===== src/logic/wiper_ctrl_pkg.sv =====
// Shared constants, types and encodings for the serial wiper register controller
package wiper_ctrl_pkg;

  // Clock and timing
  localparam int          CLK_PERIOD_NS      = 10;
  localparam int          NV_WRITE_TIME_NS   = 10_000_000;  // Longest stored-register write, 10 ms
  localparam int          NV_WRITE_CYCLES    = NV_WRITE_TIME_NS / CLK_PERIOD_NS;  // Longest time rounds down
  localparam int          NV_CNT_W           = 20;
  localparam int          WIPER_SETTLE_NS    = 1000;  // Settling delay of the wiper after a recall
  localparam int          WIPER_SETTLE_CYCLES = (WIPER_SETTLE_NS + CLK_PERIOD_NS - 1) / CLK_PERIOD_NS;
  localparam int          SETTLE_CNT_W       = 8;

  // Register geometry
  localparam int          POS_W              = 10;
  localparam int          TAP_COUNT          = 1024;
  localparam int          STORED_COUNT       = 4;
  localparam logic [9:0]  STORED_RESET       = 10'h000;
  localparam logic [9:0]  WIPER_RESET        = 10'h000;
  localparam logic [1023:0] TAP_RESET        = 1024'h1;

  // Identification byte layout
  localparam int          ID_TYPE_MSB        = 7;
  localparam int          ID_TYPE_LSB        = 4;
  localparam int          ID_ADDR_BIT        = 1;
  localparam int          ID_DIR_BIT         = 0;
  localparam logic [1:0]  ID_FIXED_BITS      = 2'h0;  // Bits 3:2 of the identification byte

  // Instruction byte layout
  localparam int          INS_OPC_MSB        = 7;
  localparam int          INS_OPC_LSB        = 5;
  localparam int          INS_ZERO_BIT       = 4;
  localparam int          INS_SEL_HIGH       = 3;
  localparam int          INS_SEL_LOW        = 2;
  localparam logic [1:0]  INS_TAIL_PLAIN     = 2'h0;
  localparam logic [1:0]  INS_TAIL_STATUS    = 2'h1;

  // Opcodes, qualified by the direction bit
  localparam logic [2:0]  OPC_WIPER_RD       = 3'h4;  // Direction read
  localparam logic [2:0]  OPC_WIPER_WR       = 3'h5;  // Direction write
  localparam logic [2:0]  OPC_STORED_RD      = 3'h5;  // Direction read
  localparam logic [2:0]  OPC_STORED_WR      = 3'h6;  // Direction write
  localparam logic [2:0]  OPC_RECALL         = 3'h6;  // Direction read, stored to wiper
  localparam logic [2:0]  OPC_SAVE           = 3'h7;  // Direction write, wiper to stored
  localparam logic [2:0]  OPC_STATUS_RD      = 3'h2;  // Direction read

  // Frame bit counts
  localparam logic [3:0]  BYTE_LAST_BIT      = 4'h7;
  localparam logic [3:0]  DATA_LAST_BIT      = 4'hf;

  // Pin synchroniser reset levels: select and pause idle high
  localparam logic [5:0]  PIN_SYNC_RESET     = 6'h30;

  // Decoded command
  typedef enum logic [2:0] {
    OP_NONE           = 3'h0,
    OP_WIPER_RD       = 3'h1,
    OP_WIPER_WR       = 3'h2,
    OP_STORED_RD      = 3'h3,
    OP_STORED_WR      = 3'h4,
    OP_RECALL         = 3'h5,
    OP_SAVE           = 3'h6,
    OP_STATUS_RD      = 3'h7
  } op_t;

  typedef struct packed {
    op_t        op;
    logic [1:0] sel;
  } cmd_t;

  // Sampled pin group, in synchroniser order
  typedef struct packed {
    logic cs_n;
    logic hold_n;
    logic wp_n;
    logic addr;
    logic sck;
    logic si;
  } pins_t;

  // Frame sequencer, Gray coded along ID, instruction, data, done
  typedef enum logic [2:0] {
    ST_IDLE   = 3'h0,
    ST_ID     = 3'h1,
    ST_INSTR  = 3'h3,
    ST_DATA   = 3'h2,
    ST_DONE   = 3'h6,
    ST_IGNORE = 3'h7
  } state_t;

endpackage


===== src/logic/tap_decoder.sv =====
// One-hot decoder from wiper position to tap switch enables
`timescale 1ns/10ps
module tap_decoder
  import wiper_ctrl_pkg::*;
(
  // Clock and reset
  input  wire logic                 clk_in,
  input  wire logic                 reset_in,
  // Position in, switch enables out
  input  wire logic [POS_W-1:0]     position_in,
  output logic      [TAP_COUNT-1:0] tap_select_out
);

  logic [TAP_COUNT-1:0] tap_d;

  // exactly one tap
  // Each switch compares against its own index, so only one can ever match
  for (genvar i = 0; i < TAP_COUNT; i++) begin : g_tap
    assign tap_d[i] = (position_in == POS_W'(i));
  end

  // Registered so that decode glitches never reach the switches
  always_ff @(posedge clk_in or posedge reset_in) begin
    if (reset_in) begin
      tap_select_out <= TAP_RESET;
    end else begin
      tap_select_out <= tap_d;
    end
  end

endmodule


===== src/logic/spi_wiper_register_control.sv =====
// Serial slave that manages the wiper position, stored positions and write status
//
// Summary of operation
// - Sample serial input on rising serial clock
// - Serial output driven only for read data
// - Wiper position decodes to exactly one tap
// - Wiper changes by write, recall or power-up
// - Four ten-bit stored positions, readable and writable
// - Stored-register write finishes within ten ms
// - Pending flag high exactly during stored write
// - First byte carries and checks device type
// - Execute only when address bit matches pin
// - Last identification bit selects read or write
// - Instruction byte: opcode, two select bits, fixed
// - Wiper read and write opcodes
// - Stored register read and write opcodes
// - Transfer opcodes in both directions
// - Status read returns pending flag last bit
// - Data commands carry two data bytes
// - Transfers end after the instruction byte
// - Recall settles, save takes write time
// - Save starts on select rising after sequence
// - Read bits shift out on falling clock
// - Lock low refuses stored-register writes
// - Pause freezes sequence while clock low
// - Deselected output floats; first select falling needed (a select held low through reset counts as one)
`timescale 1ns/10ps
module spi_wiper_register_control
  import wiper_ctrl_pkg::*;
#(
  parameter logic [3:0] DEVICE_TYPE_CODE = 4'ha,  // Arbitrary value, set to the product's type code
  parameter int         NV_WRITE_CYCLES_P = NV_WRITE_CYCLES
) (
  // Clock and reset
  input  wire logic                 clk_in,
  input  wire logic                 reset_in,
  // Serial link pins
  input  wire logic                 cs_n_in,
  input  wire logic                 sck_in,
  input  wire logic                 si_in,
  input  wire logic                 bus_pause_n_in,
  input  wire logic                 nv_write_lock_n_in,
  input  wire logic                 slave_addr_pin_in,
  output logic                      so_out,
  output logic                      so_oe_out,
  // Resistor array side
  output logic      [TAP_COUNT-1:0] tap_select_out,
  output logic      [POS_W-1:0]     wiper_position_out,
  output logic                      nv_write_pending_out
);

  // Decode of the instruction byte, qualified by the captured direction
  function automatic cmd_t decode_cmd(input logic rw, input logic [7:0] ins);
    cmd_t       c;
    logic [2:0] opc;
    logic       plain;
    logic       sel_zero;
    c        = '{op: OP_NONE, sel: ins[INS_SEL_HIGH:INS_SEL_LOW]};
    opc      = ins[INS_OPC_MSB:INS_OPC_LSB];
    plain    = !ins[INS_ZERO_BIT] && (ins[1:0] == INS_TAIL_PLAIN);
    sel_zero = (c.sel == 2'h0);
    if (rw) begin
      if (opc == OPC_WIPER_RD && plain && sel_zero) c.op = OP_WIPER_RD;
      if (opc == OPC_STORED_RD && plain) c.op = OP_STORED_RD;
      if (opc == OPC_RECALL && plain) c.op = OP_RECALL;
      if (opc == OPC_STATUS_RD && !ins[INS_ZERO_BIT] && sel_zero && ins[1:0] == INS_TAIL_STATUS) begin
        c.op = OP_STATUS_RD;
      end
    end else begin
      if (opc == OPC_WIPER_WR && plain && sel_zero) c.op = OP_WIPER_WR;
      if (opc == OPC_STORED_WR && plain) c.op = OP_STORED_WR;
      if (opc == OPC_SAVE && plain) c.op = OP_SAVE;
    end
    return c;
  endfunction

  localparam logic [NV_CNT_W-1:0]     NV_LAST     = NV_CNT_W'(NV_WRITE_CYCLES_P - 1);
  localparam logic [SETTLE_CNT_W-1:0] SETTLE_LAST = SETTLE_CNT_W'(WIPER_SETTLE_CYCLES - 1);

  pins_t                    pins_raw;
  pins_t                    meta_q;
  pins_t                    sync_q;
  logic                     sck_prev_q;
  logic                     cs_prev_q;
  state_t                   state_q;
  logic [3:0]               bit_cnt_q;
  logic                     rw_q;
  cmd_t                     cmd_q;
  logic [15:0]              in_shift_q;
  logic [15:0]              out_shift_q;
  logic                     so_q;
  logic [POS_W-1:0]         wr_data_q;
  logic [POS_W-1:0]         wiper_q;
  logic [POS_W-1:0]         stored_q [STORED_COUNT];
  logic                     recall_q;
  logic                     nv_busy_q;
  logic [NV_CNT_W-1:0]      nv_cnt_q;
  logic [POS_W-1:0]         nv_data_q;
  logic [1:0]               nv_sel_q;
  logic                     settle_busy_q;
  logic [SETTLE_CNT_W-1:0]  settle_cnt_q;
  logic [POS_W-1:0]         settle_val_q;

  logic                     active;
  logic                     sck_rise;
  logic                     sck_fall;
  logic                     cs_fall;
  logic                     cs_rise;
  logic [7:0]               byte_in;
  logic [15:0]              word_in;
  logic                     last_bit;
  logic                     id_ok;
  cmd_t                     cmd_next;
  logic                     is_read;
  logic                     execute;
  logic                     nv_start;
  logic [POS_W-1:0]         nv_src;
  logic                     nv_done;
  logic                     settle_done;
  logic [15:0]              read_word;

  // Every pin crosses two flops before any logic looks at it
  assign pins_raw = '{cs_n: cs_n_in, hold_n: bus_pause_n_in, wp_n: nv_write_lock_n_in,
                      addr: slave_addr_pin_in, sck: sck_in, si: si_in};

  always_ff @(posedge clk_in or posedge reset_in) begin
    if (reset_in) begin
      meta_q <= PIN_SYNC_RESET;
      sync_q <= PIN_SYNC_RESET;
    end else begin
      meta_q <= pins_raw;
      sync_q <= meta_q;
    end
  end

  // Edge history; select starts high so a select held low through reset counts as a falling edge
  always_ff @(posedge clk_in or posedge reset_in) begin
    if (reset_in) begin
      sck_prev_q <= 1'b0;
      cs_prev_q  <= 1'b1;
    end else begin
      sck_prev_q <= sync_q.sck;
      cs_prev_q  <= sync_q.cs_n;
    end
  end

  // pause freezes clocking
  // Clock edges are ignored while paused, so the sequence state simply holds
  assign active   = !sync_q.cs_n && sync_q.hold_n;
  assign sck_rise = active && sync_q.sck && !sck_prev_q;
  assign sck_fall = active && !sync_q.sck && sck_prev_q;
  assign cs_fall  = !sync_q.cs_n && cs_prev_q;
  assign cs_rise  = sync_q.cs_n && !cs_prev_q;

  assign byte_in  = {in_shift_q[6:0], sync_q.si};
  assign word_in  = {in_shift_q[14:0], sync_q.si};
  assign last_bit = (bit_cnt_q == ((state_q == ST_DATA) ? DATA_LAST_BIT : BYTE_LAST_BIT));

  assign id_ok    = (byte_in[ID_TYPE_MSB:ID_TYPE_LSB] == DEVICE_TYPE_CODE) &&
                    (byte_in[3:2] == ID_FIXED_BITS) &&
                    (byte_in[ID_ADDR_BIT] == sync_q.addr);
  assign cmd_next = decode_cmd(rw_q, byte_in);
  assign is_read  = (cmd_q.op == OP_WIPER_RD) || (cmd_q.op == OP_STORED_RD) || (cmd_q.op == OP_STATUS_RD);

  // Frame sequencer
  always_ff @(posedge clk_in or posedge reset_in) begin
    if (reset_in) begin
      state_q   <= ST_IDLE;
      bit_cnt_q <= 4'h0;
      rw_q      <= 1'b0;
      cmd_q     <= '{op: OP_NONE, sel: 2'h0};
    end else if (cs_rise) begin
      state_q <= ST_IDLE;
    end else if (cs_fall) begin
      state_q   <= ST_ID;
      bit_cnt_q <= 4'h0;
      cmd_q     <= '{op: OP_NONE, sel: 2'h0};
    end else if (sck_rise) begin
      unique case (state_q)
        ST_ID: begin
          if (last_bit) begin
            rw_q      <= byte_in[ID_DIR_BIT];
            state_q   <= id_ok ? ST_INSTR : ST_IGNORE;
            bit_cnt_q <= 4'h0;
          end else begin
            bit_cnt_q <= bit_cnt_q + 4'h1;
          end
        end
        ST_INSTR: begin
          if (last_bit) begin
            cmd_q     <= cmd_next;
            bit_cnt_q <= 4'h0;
            if (cmd_next.op == OP_NONE) begin
              state_q <= ST_IGNORE;
            end else if (cmd_next.op == OP_RECALL || cmd_next.op == OP_SAVE) begin
              state_q <= ST_DONE;
            end else begin
              state_q <= ST_DATA;
            end
          end else begin
            bit_cnt_q <= bit_cnt_q + 4'h1;
          end
        end
        ST_DATA: begin
          if (last_bit) begin
            state_q <= ST_DONE;
          end else begin
            bit_cnt_q <= bit_cnt_q + 4'h1;
          end
        end
        ST_IDLE, ST_DONE, ST_IGNORE: begin
          state_q <= state_q;  // Extra clocks are ignored until select rises
        end
      endcase
    end
  end

  // Input shifter and captured write data
  always_ff @(posedge clk_in or posedge reset_in) begin
    if (reset_in) begin
      in_shift_q <= 16'h0000;
      wr_data_q  <= WIPER_RESET;
    end else if (cs_fall) begin
      in_shift_q <= 16'h0000;
    end else if (sck_rise) begin
      in_shift_q <= word_in;
      if (state_q == ST_DATA && last_bit) begin
        wr_data_q <= word_in[POS_W-1:0];
      end
    end
  end

  // Read word is picked at the end of the instruction byte, so the first bit is ready for the next fall
  always_comb begin
    read_word = 16'h0000;
    unique case (cmd_next.op)
      OP_WIPER_RD:  read_word = {6'h00, wiper_q};
      OP_STORED_RD: read_word = {6'h00, stored_q[cmd_next.sel]};
      OP_STATUS_RD: read_word = {15'h0000, nv_busy_q};
      OP_NONE, OP_WIPER_WR, OP_STORED_WR, OP_RECALL, OP_SAVE: read_word = 16'h0000;
    endcase
  end

  // Output shifter
  always_ff @(posedge clk_in or posedge reset_in) begin
    if (reset_in) begin
      out_shift_q <= 16'h0000;
      so_q        <= 1'b0;
    end else if (sck_rise && state_q == ST_INSTR && last_bit) begin
      out_shift_q <= read_word;
    end else if (sck_fall && state_q == ST_DATA) begin
      so_q        <= out_shift_q[15];
      out_shift_q <= {out_shift_q[14:0], 1'b0};
    end
  end

  assign so_out    = so_q;
  assign so_oe_out = active && (state_q == ST_DATA) && is_read;

  // act on select rising
  // Only a frame that reached the done state counts as a complete sequence
  assign execute  = cs_rise && (state_q == ST_DONE);
  // lock refuses stored writes
  // A save already running is not restarted; the new request is dropped
  assign nv_start = execute && sync_q.wp_n && !nv_busy_q &&
                    (cmd_q.op == OP_STORED_WR || cmd_q.op == OP_SAVE);
  assign nv_src   = (cmd_q.op == OP_STORED_WR) ? wr_data_q : wiper_q;
  assign nv_done  = nv_busy_q && (nv_cnt_q == NV_LAST);

  always_ff @(posedge clk_in or posedge reset_in) begin
    if (reset_in) begin
      nv_busy_q <= 1'b0;
      nv_cnt_q  <= '0;
      nv_data_q <= STORED_RESET;
      nv_sel_q  <= 2'h0;
    end else if (nv_start) begin
      nv_busy_q <= 1'b1;
      nv_cnt_q  <= '0;
      nv_data_q <= nv_src;
      nv_sel_q  <= cmd_q.sel;
    end else if (nv_done) begin
      nv_busy_q <= 1'b0;
    end else if (nv_busy_q) begin
      nv_cnt_q <= nv_cnt_q + NV_CNT_W'(1);
    end
  end

  // four stored positions
  // Contents commit at the end of the write cycle, as the cell would
  always_ff @(posedge clk_in or posedge reset_in) begin
    if (reset_in) begin
      for (int i = 0; i < STORED_COUNT; i++) begin
        stored_q[i] <= STORED_RESET;
      end
    end else if (nv_done) begin
      stored_q[nv_sel_q] <= nv_data_q;
    end
  end

  assign settle_done = settle_busy_q && (settle_cnt_q == SETTLE_LAST);

  always_ff @(posedge clk_in or posedge reset_in) begin
    if (reset_in) begin
      settle_busy_q <= 1'b0;
      settle_cnt_q  <= '0;
      settle_val_q  <= WIPER_RESET;
    end else if (execute && cmd_q.op == OP_RECALL) begin
      settle_busy_q <= 1'b1;
      settle_cnt_q  <= '0;
      settle_val_q  <= stored_q[cmd_q.sel];
    end else if (settle_done) begin
      settle_busy_q <= 1'b0;
    end else if (settle_busy_q) begin
      settle_cnt_q <= settle_cnt_q + SETTLE_CNT_W'(1);
    end
  end

  // wiper update sources
  // Power-up recall of the default slot runs once, on the first edge after reset
  always_ff @(posedge clk_in or posedge reset_in) begin
    if (reset_in) begin
      wiper_q  <= WIPER_RESET;
      recall_q <= 1'b1;
    end else begin
      recall_q <= 1'b0;
      if (recall_q) begin
        wiper_q <= stored_q[0];
      end else if (execute && cmd_q.op == OP_WIPER_WR) begin
        wiper_q <= wr_data_q;
      end else if (settle_done) begin
        wiper_q <= settle_val_q;
      end
    end
  end

  assign wiper_position_out   = wiper_q;
  assign nv_write_pending_out = nv_busy_q;

  tap_decoder u_tap_decoder (
    .clk_in         (clk_in),
    .reset_in       (reset_in),
    .position_in    (wiper_q),
    .tap_select_out (tap_select_out)
  );

endmodule


===== config.mk =====
export PLATFORM = sky130hd
export DESIGN_NAME = spi_wiper_register_control
export DESIGN_NICKNAME = d
export VERILOG_FILES = /design/src/logic/wiper_ctrl_pkg.sv /design/src/logic/tap_decoder.sv /design/src/logic/spi_wiper_register_control.sv
export SDC_FILE = /design/constraint.sdc
export NUM_CORES = 2
export LEC_CHECK = 0
export ABC_CLOCK_PERIOD_IN_PS = 60700
export BUFFER_PORTS_ARGS = -buffer_cell sky130_fd_sc_hd__clkbuf_2
export CORE_AREA = 2 2 412 414
export DETAILED_ROUTE_END_ITERATION = 10
export DIE_AREA = 0 0 414 416
export PLACE_DENSITY_LB_ADDON = 0.05
export REMOVE_ABC_BUFFERS = 1
export SYNTH_ARGS = -nofsm -noshare
export SYNTH_HDL_FRONTEND = slang
export SYNTH_SLANG_ARGS = --single-unit

===== constraint.sdc =====
create_clock -name clk_in -period 60.7 [get_ports clk_in]
set_input_delay 12.14 -clock clk_in [delete_from_list [all_inputs] [get_ports clk_in]]
set_output_delay 12.14 -clock clk_in [all_outputs]
set_load 0.05 [all_outputs]

=== Word-level counts from Yosys, hierarchy flattened ===
Cells that the tools add are included.

* Register bits: 1,190
* Input bits: 8
* Output and inout port bits: 1,037
* Word-level logic and storage cells: 1,237

* Add/subtract/negate cells: 3
* Order comparisons: 4
* Equal/unequal tests: 1,060
* Mux-type cells: 56
* Bitwise gates (word level): 6
* Reduce and logical (&&, ||, !) cells: 71

{| class="wikitable"
|+ Operator list
! cell !! count
|-
| == test 10 bit (second input constant) || 512
|-
| == test 10 x 9 -> 1 bit (second input constant) || 256
|-
| == test 10 x 8 -> 1 bit (second input constant) || 128
|-
| == test 10 x 7 -> 1 bit (second input constant) || 64
|-
| == test 10 x 6 -> 1 bit (second input constant) || 32
|-
| == test 10 x 5 -> 1 bit (second input constant) || 16
|-
| two-way mux 10 bit || 9
|-
| == test 10 x 4 -> 1 bit (second input constant) || 8
|-
| case mux 16 bit (4 select lines) || 1
|-
| two-way mux 20 bit || 3
|-
| two-way mux 3 bit || 15
|-
| == test 3 bit (second input constant) || 14
|-
| binary-select mux 10 bit (select 2 bit) || 2
|-
| bitwise mux 40 bit || 1
|-
| == test 10 x 3 -> 1 bit (second input constant) || 4
|-
| logical AND 1 bit || 34
|-
| two-way mux 16 bit || 2
|-
| two-way mux 8 bit || 3
|-
| == test 3 x 2 -> 1 bit (second input constant) || 7
|-
| adder 20 x 1 -> 20 bit (second input constant) || 1
|-
| demux 10 bit (select 2 bit) || 1
|-
| == test 10 x 2 -> 1 bit (second input constant) || 2
|-
| == test 20 bit (second input constant) || 1
|-
| two-way mux 4 bit || 5
|-
| 37 further kinds || 79
|}

=== Logic depth before layout (Yosys ltp) ===
* Depth in word-level cells: 18
* Mapped depth: 8
* Depth with buffers taken out: 7

=== Modules after synthesis ===
From an unflattened synthesis, not the netlist that was laid out.

* Cells, all modules: 3,135
* Area total of the unflattened synthesis: 42,899.9 um^2

{| class="wikitable"
|+ Modules (own cells, without submodules)
! module !! instances !! cells an instance !! area each (um^2) !! sequential area each (um^2)
|-
| tap_decoder || 1 || 2,453 || 34,907.2 || 25,625.8
|-
| spi_wiper_register_control || 1 || 682 || 7,992.7 || 4,161.5
|}

=== Worst setup path before layout ===
OpenSTA, ideal clock, no wires.

* Kind: reg-to-output
* Start: register state_q[2]
* End: output so_oe_out
* Arrival: 1.544 ns
* Data required time: 48.560 ns
* Slack: 47.016 ns
* Cell stages (with the launch flop): 5
* Path buffers: 0
* Path through: dfrtp_1 nand2b_1 nor2_1 nand3_1 nor2_1

* Cells in the longest elaborated chain, start to end: 3

{| class="wikitable"
|+ RTL lines
! item !! RTL line !! source
|-
| start, declared || spi_wiper_register_control.sv:85 || <nowiki>state_t state_q;</nowiki>
|-
| start signal, assigned || spi_wiper_register_control.sv:183 || <nowiki>state_q <= id_ok ? ST_INSTR : ST_IGNORE;</nowiki>
|-
| start signal, assigned || spi_wiper_register_control.sv:212 || <nowiki>state_q <= state_q;</nowiki>
|-
| == test 3 x 2 -> 1 bit || spi_wiper_register_control.sv:258 || <nowiki>assign so_oe_out = active && (state_q == ST_DATA) && is_read;</nowiki>
|-
| logical AND 1 bit (2 in series) || spi_wiper_register_control.sv:258 ||
|-
| end, declared || spi_wiper_register_control.sv:45 || <nowiki>output logic so_oe_out,</nowiki>
|}

Every way passes these cells.

==> impl_results.md <==
- Crit-path cells: clkbuf_2 > inv_8 > buf_4 > buf_4 > buf_4 > buf_4
- Leading cell type in the layout, fill and taps excluded: dfrtp_1
- Initial core utilization: 0.234
- Fin crit share: 0.251
- DP HPWL: 130000 um
- Vias in the first global route: 28500
- CTS tree: done
- Number of cells on the critical path: 6
- Hold WS: 0.344 ns
- Hold-fix buffers, CTS: 0
- Final setup violating endpoints: 0
- Yosys reg bits: 1190
- XOR/XNOR Fraction of Synth Area: 0.00312
- Worst Tran Pin Value: 1.09 ns
- TNS Setup: 0 ns
- Hold Violations, Final: 0
- Share of cells above drive strength 1: 0.341
- Overall power consumption: 0.00169 W
- Fmax: 0.0657 GHz
- Root cell of the clock tree: clkbuf_16
- Yosys warning count: 0
- Die H: 416 um
- Mux contribution to synthesized area: 0.0399
- Worst path slowest cell: buf_4
- Critical path class: in -> async
- Reg-to-reg endpoint: u_tap_decoder.tap_select_out[302]
- Avg WL per Cell: 28.4 um
- Cell mode on critical path: buf_4
- First-pass GRT wire length: 256000 um
- Netlist cell types: 63
- Remaining global-route overflow: 0
- Skew-Pair Late Insertion Delay: 0.79 ns
- Routed wl met2: 98700 um
- Nature of the critical path startpoint: primary input
- Post-CTS resize count: 0
- Ports: 1045
- Worst slew margin: 0.271
- Post-CTS setup buffers: 0
- Clk pin slew, worst setup/hold paths: 0.06 ns
- Largest family of logic cells by synthesized area: simple AND/OR/NAND/NOR gates
- Avg Cell Area, Syn: 12.3 um2
- CP Capture Point: u_tap_decoder.tap_select_out[858]
- Post-synth EDFFs: 0
- Synth Area in Simple Gates: 0.155
- CTS max path bufs: 3
- Async set-reset flop share out of synthesis: 1.00
- Largest net degree at the start of global routing: 159
- Die area: 172000 um2
- R2R setup slack: 57.46 ns
- Global placement routability congestion: 0.815
- Worst path bufs/invs: 6
- Placed insts: 6334
- Metal-1 WL: 73300 um
- Vias: 27900
- RSZ-0062 raised after global routing: false
- Core area: 168000 um2
- Post-synthesis cell count: 3188
- H-tree level count: 4
- Met3 Wirelength: 10200 um
- Initial antenna violation count: 6
- Register area share after synthesis: 0.758
- Synth Area in Adders: 0.00159
- Fin nets: 4275
- Max-cap violations: 0
- First DRT Iteration DRCs: 1694
- Clock sink count: 1190
- FF-to-FF Start: wiper_position_out[9]
- Compound-cell area share of the yosys netlist: 0.0218
- Min-delay worst type: reg -> reg
- DRC Markers: 0
- Status: complete, no violations
- Crit-path leading delay family: buffers and inverters
- Synth Cell Area: 39300 um2
- Top Metal Used: met4
- Vias per cell: 4.22
- Post-route ant nets: 0
- Post-route insts no fill: 6595
- Req. time, crit path: 61.53 ns
- Critical Path End Type: async pin
- Max-slew violation count: 0
- Arrival time at the worst endpoint: 16.05 ns
- Port Buffers: 1044
- Top_reg_cell synth: dfrtp_1
- Pwr/cell area: 32.4 nW/um2
- First-pass DRT Iterations: 5
- Most frequent cells in the layout: dfrtp_1, nor2_1, clkbuf_2, nand2_1, clkbuf_16
- Layout Skew: 0.0343 ns
- R2R depth: 4
- Placement row count: 151
- GRT Util Overall: 0.214
- Area grow syn2layout: 32.5%
- Min cycle time layout: 15.22 ns
- CP peak stage delay: 0.79 ns
- Final WL: 187000 um
- Crit. Startpoint: reset_in
- Crit Path Max Fanout: 104
- TritonCTS Buffers: 144
- Die X-Extent: 414 um
- Hold path startpoint: meta_q[3]
- Leak pwr: 26.9 nW
- Maximum VDD drop: 0.0262 mV
## where the power goes
part / switching (W) / internal [W]
clock: 0.000357 / 0.000504
sequential: 0.00000407 / 0.000796
combinational: 0.0000218 / 0.00000526
## metrics by stage
step,instance area [um2],utilization,setup slack [ns]
5_1_grt,52100,0.310,44.92
6_report,52100,0.310,45.48
3_5_place_dp,47400,0.282,44.45
2_1_floorplan,38600,-,15.05
3_3_place_gp,47400,0.282,44.42
4_1_cts,52100,0.310,45.33
## per-layer routing
metal  up-vias  global-route usage
met5         -                   0
met4         0              0.0582
met3       201              0.0567
met2       774               0.385
met1     14600               0.249
li1      12200                   -
## cells in the mapped netlist, types with 6 or more instances
cell	n	area [um2]
nor3_1	15	75.1
buf_1	27	101
and2_1	6	37.5
a21o_1	8	60.1
xor2_1	10	87.6
clkbuf_1	137	514
a32oi_1	9	78.8
and3_1	8	50.1
nor2_1	1079	4050
o21ai_0	36	180
nand4_1	8	50.1
nand2_1	320	1200
a21oi_1	31	155
or3_1	6	37.5
nand3_1	22	110
dfrtp_1	1183	29600
nand2b_1	16	100
inv_1	12	45.0
mux4_2	20	450
dfstp_2	7	184
a22o_1	16	140
mux2i_1	26	260
buf_2	23	115
mux2_2	76	856
a22oi_1	10	75.1
## worst min-delay path by stage
stage | endpoint | slack, ns | depth (start not counted)
floorplan | byte_in[0] | 0.33 | 0
global placement | sync_q[1] | 0.33 | 0
detailed placement | sync_q[3] | 0.34 | 0
CTS | sync_q[3] | 0.34 | 0
global route | sync_q[4] | 0.35 | 0
finish | sync_q[3] | 0.34 | 0
## worst reg2reg max path: cells and delay by family, from the launching register on
| family | cells | cell delay [ns] |
|---|---|---|
| buffers and inverters | 2 | 1.51 |
| AND/OR/NAND/NOR | 2 | 0.96 |
| flip-flops | 1 | 0.63 |
## flip-flops by register name, summed over array words and instances, names as in the netlist, 2 cells and up
register and cells:
bit_cnt_q 4, cmd_q 5, in_shift_q 9, meta_q 6
nv_cnt_q 20, nv_data_q 10, nv_sel_q 2, out_shift_q 16
settle_cnt_q 8, settle_val_q 10, state_q 3, stored_q 40
sync_q 5, u_tap_decoder.tap_select_out 1024, wiper_position_out 10, wr_data_q 10
## area by class of cell
cell class / instances / area, um2
inverters: 12 / 52.6
repair buffers: 1117 / 5840
fillers: 17500 / 116000
multi-input cells: 1797 / 8930
clock inverters: 40 / 412
flip-flops and latches: 1190 / 29800
clock buffers: 216 / 4270
diodes: 5 / 12.5
well taps: 2218 / 2780
## kinds of logic after synthesis
| family | count (synthesis) |
|---|---|
| muxes | 122 |
| xor gates and xnor gates | 14 |
| adders and majority gates | 5 |
| DFF | 1190 |
| other | 1 |
| buffers and inverters | 201 |
| AOI/OAI and AO/OA | 131 |
| and+or+nand+nor | 1524 |
Power figures use the tool's default switching activity.
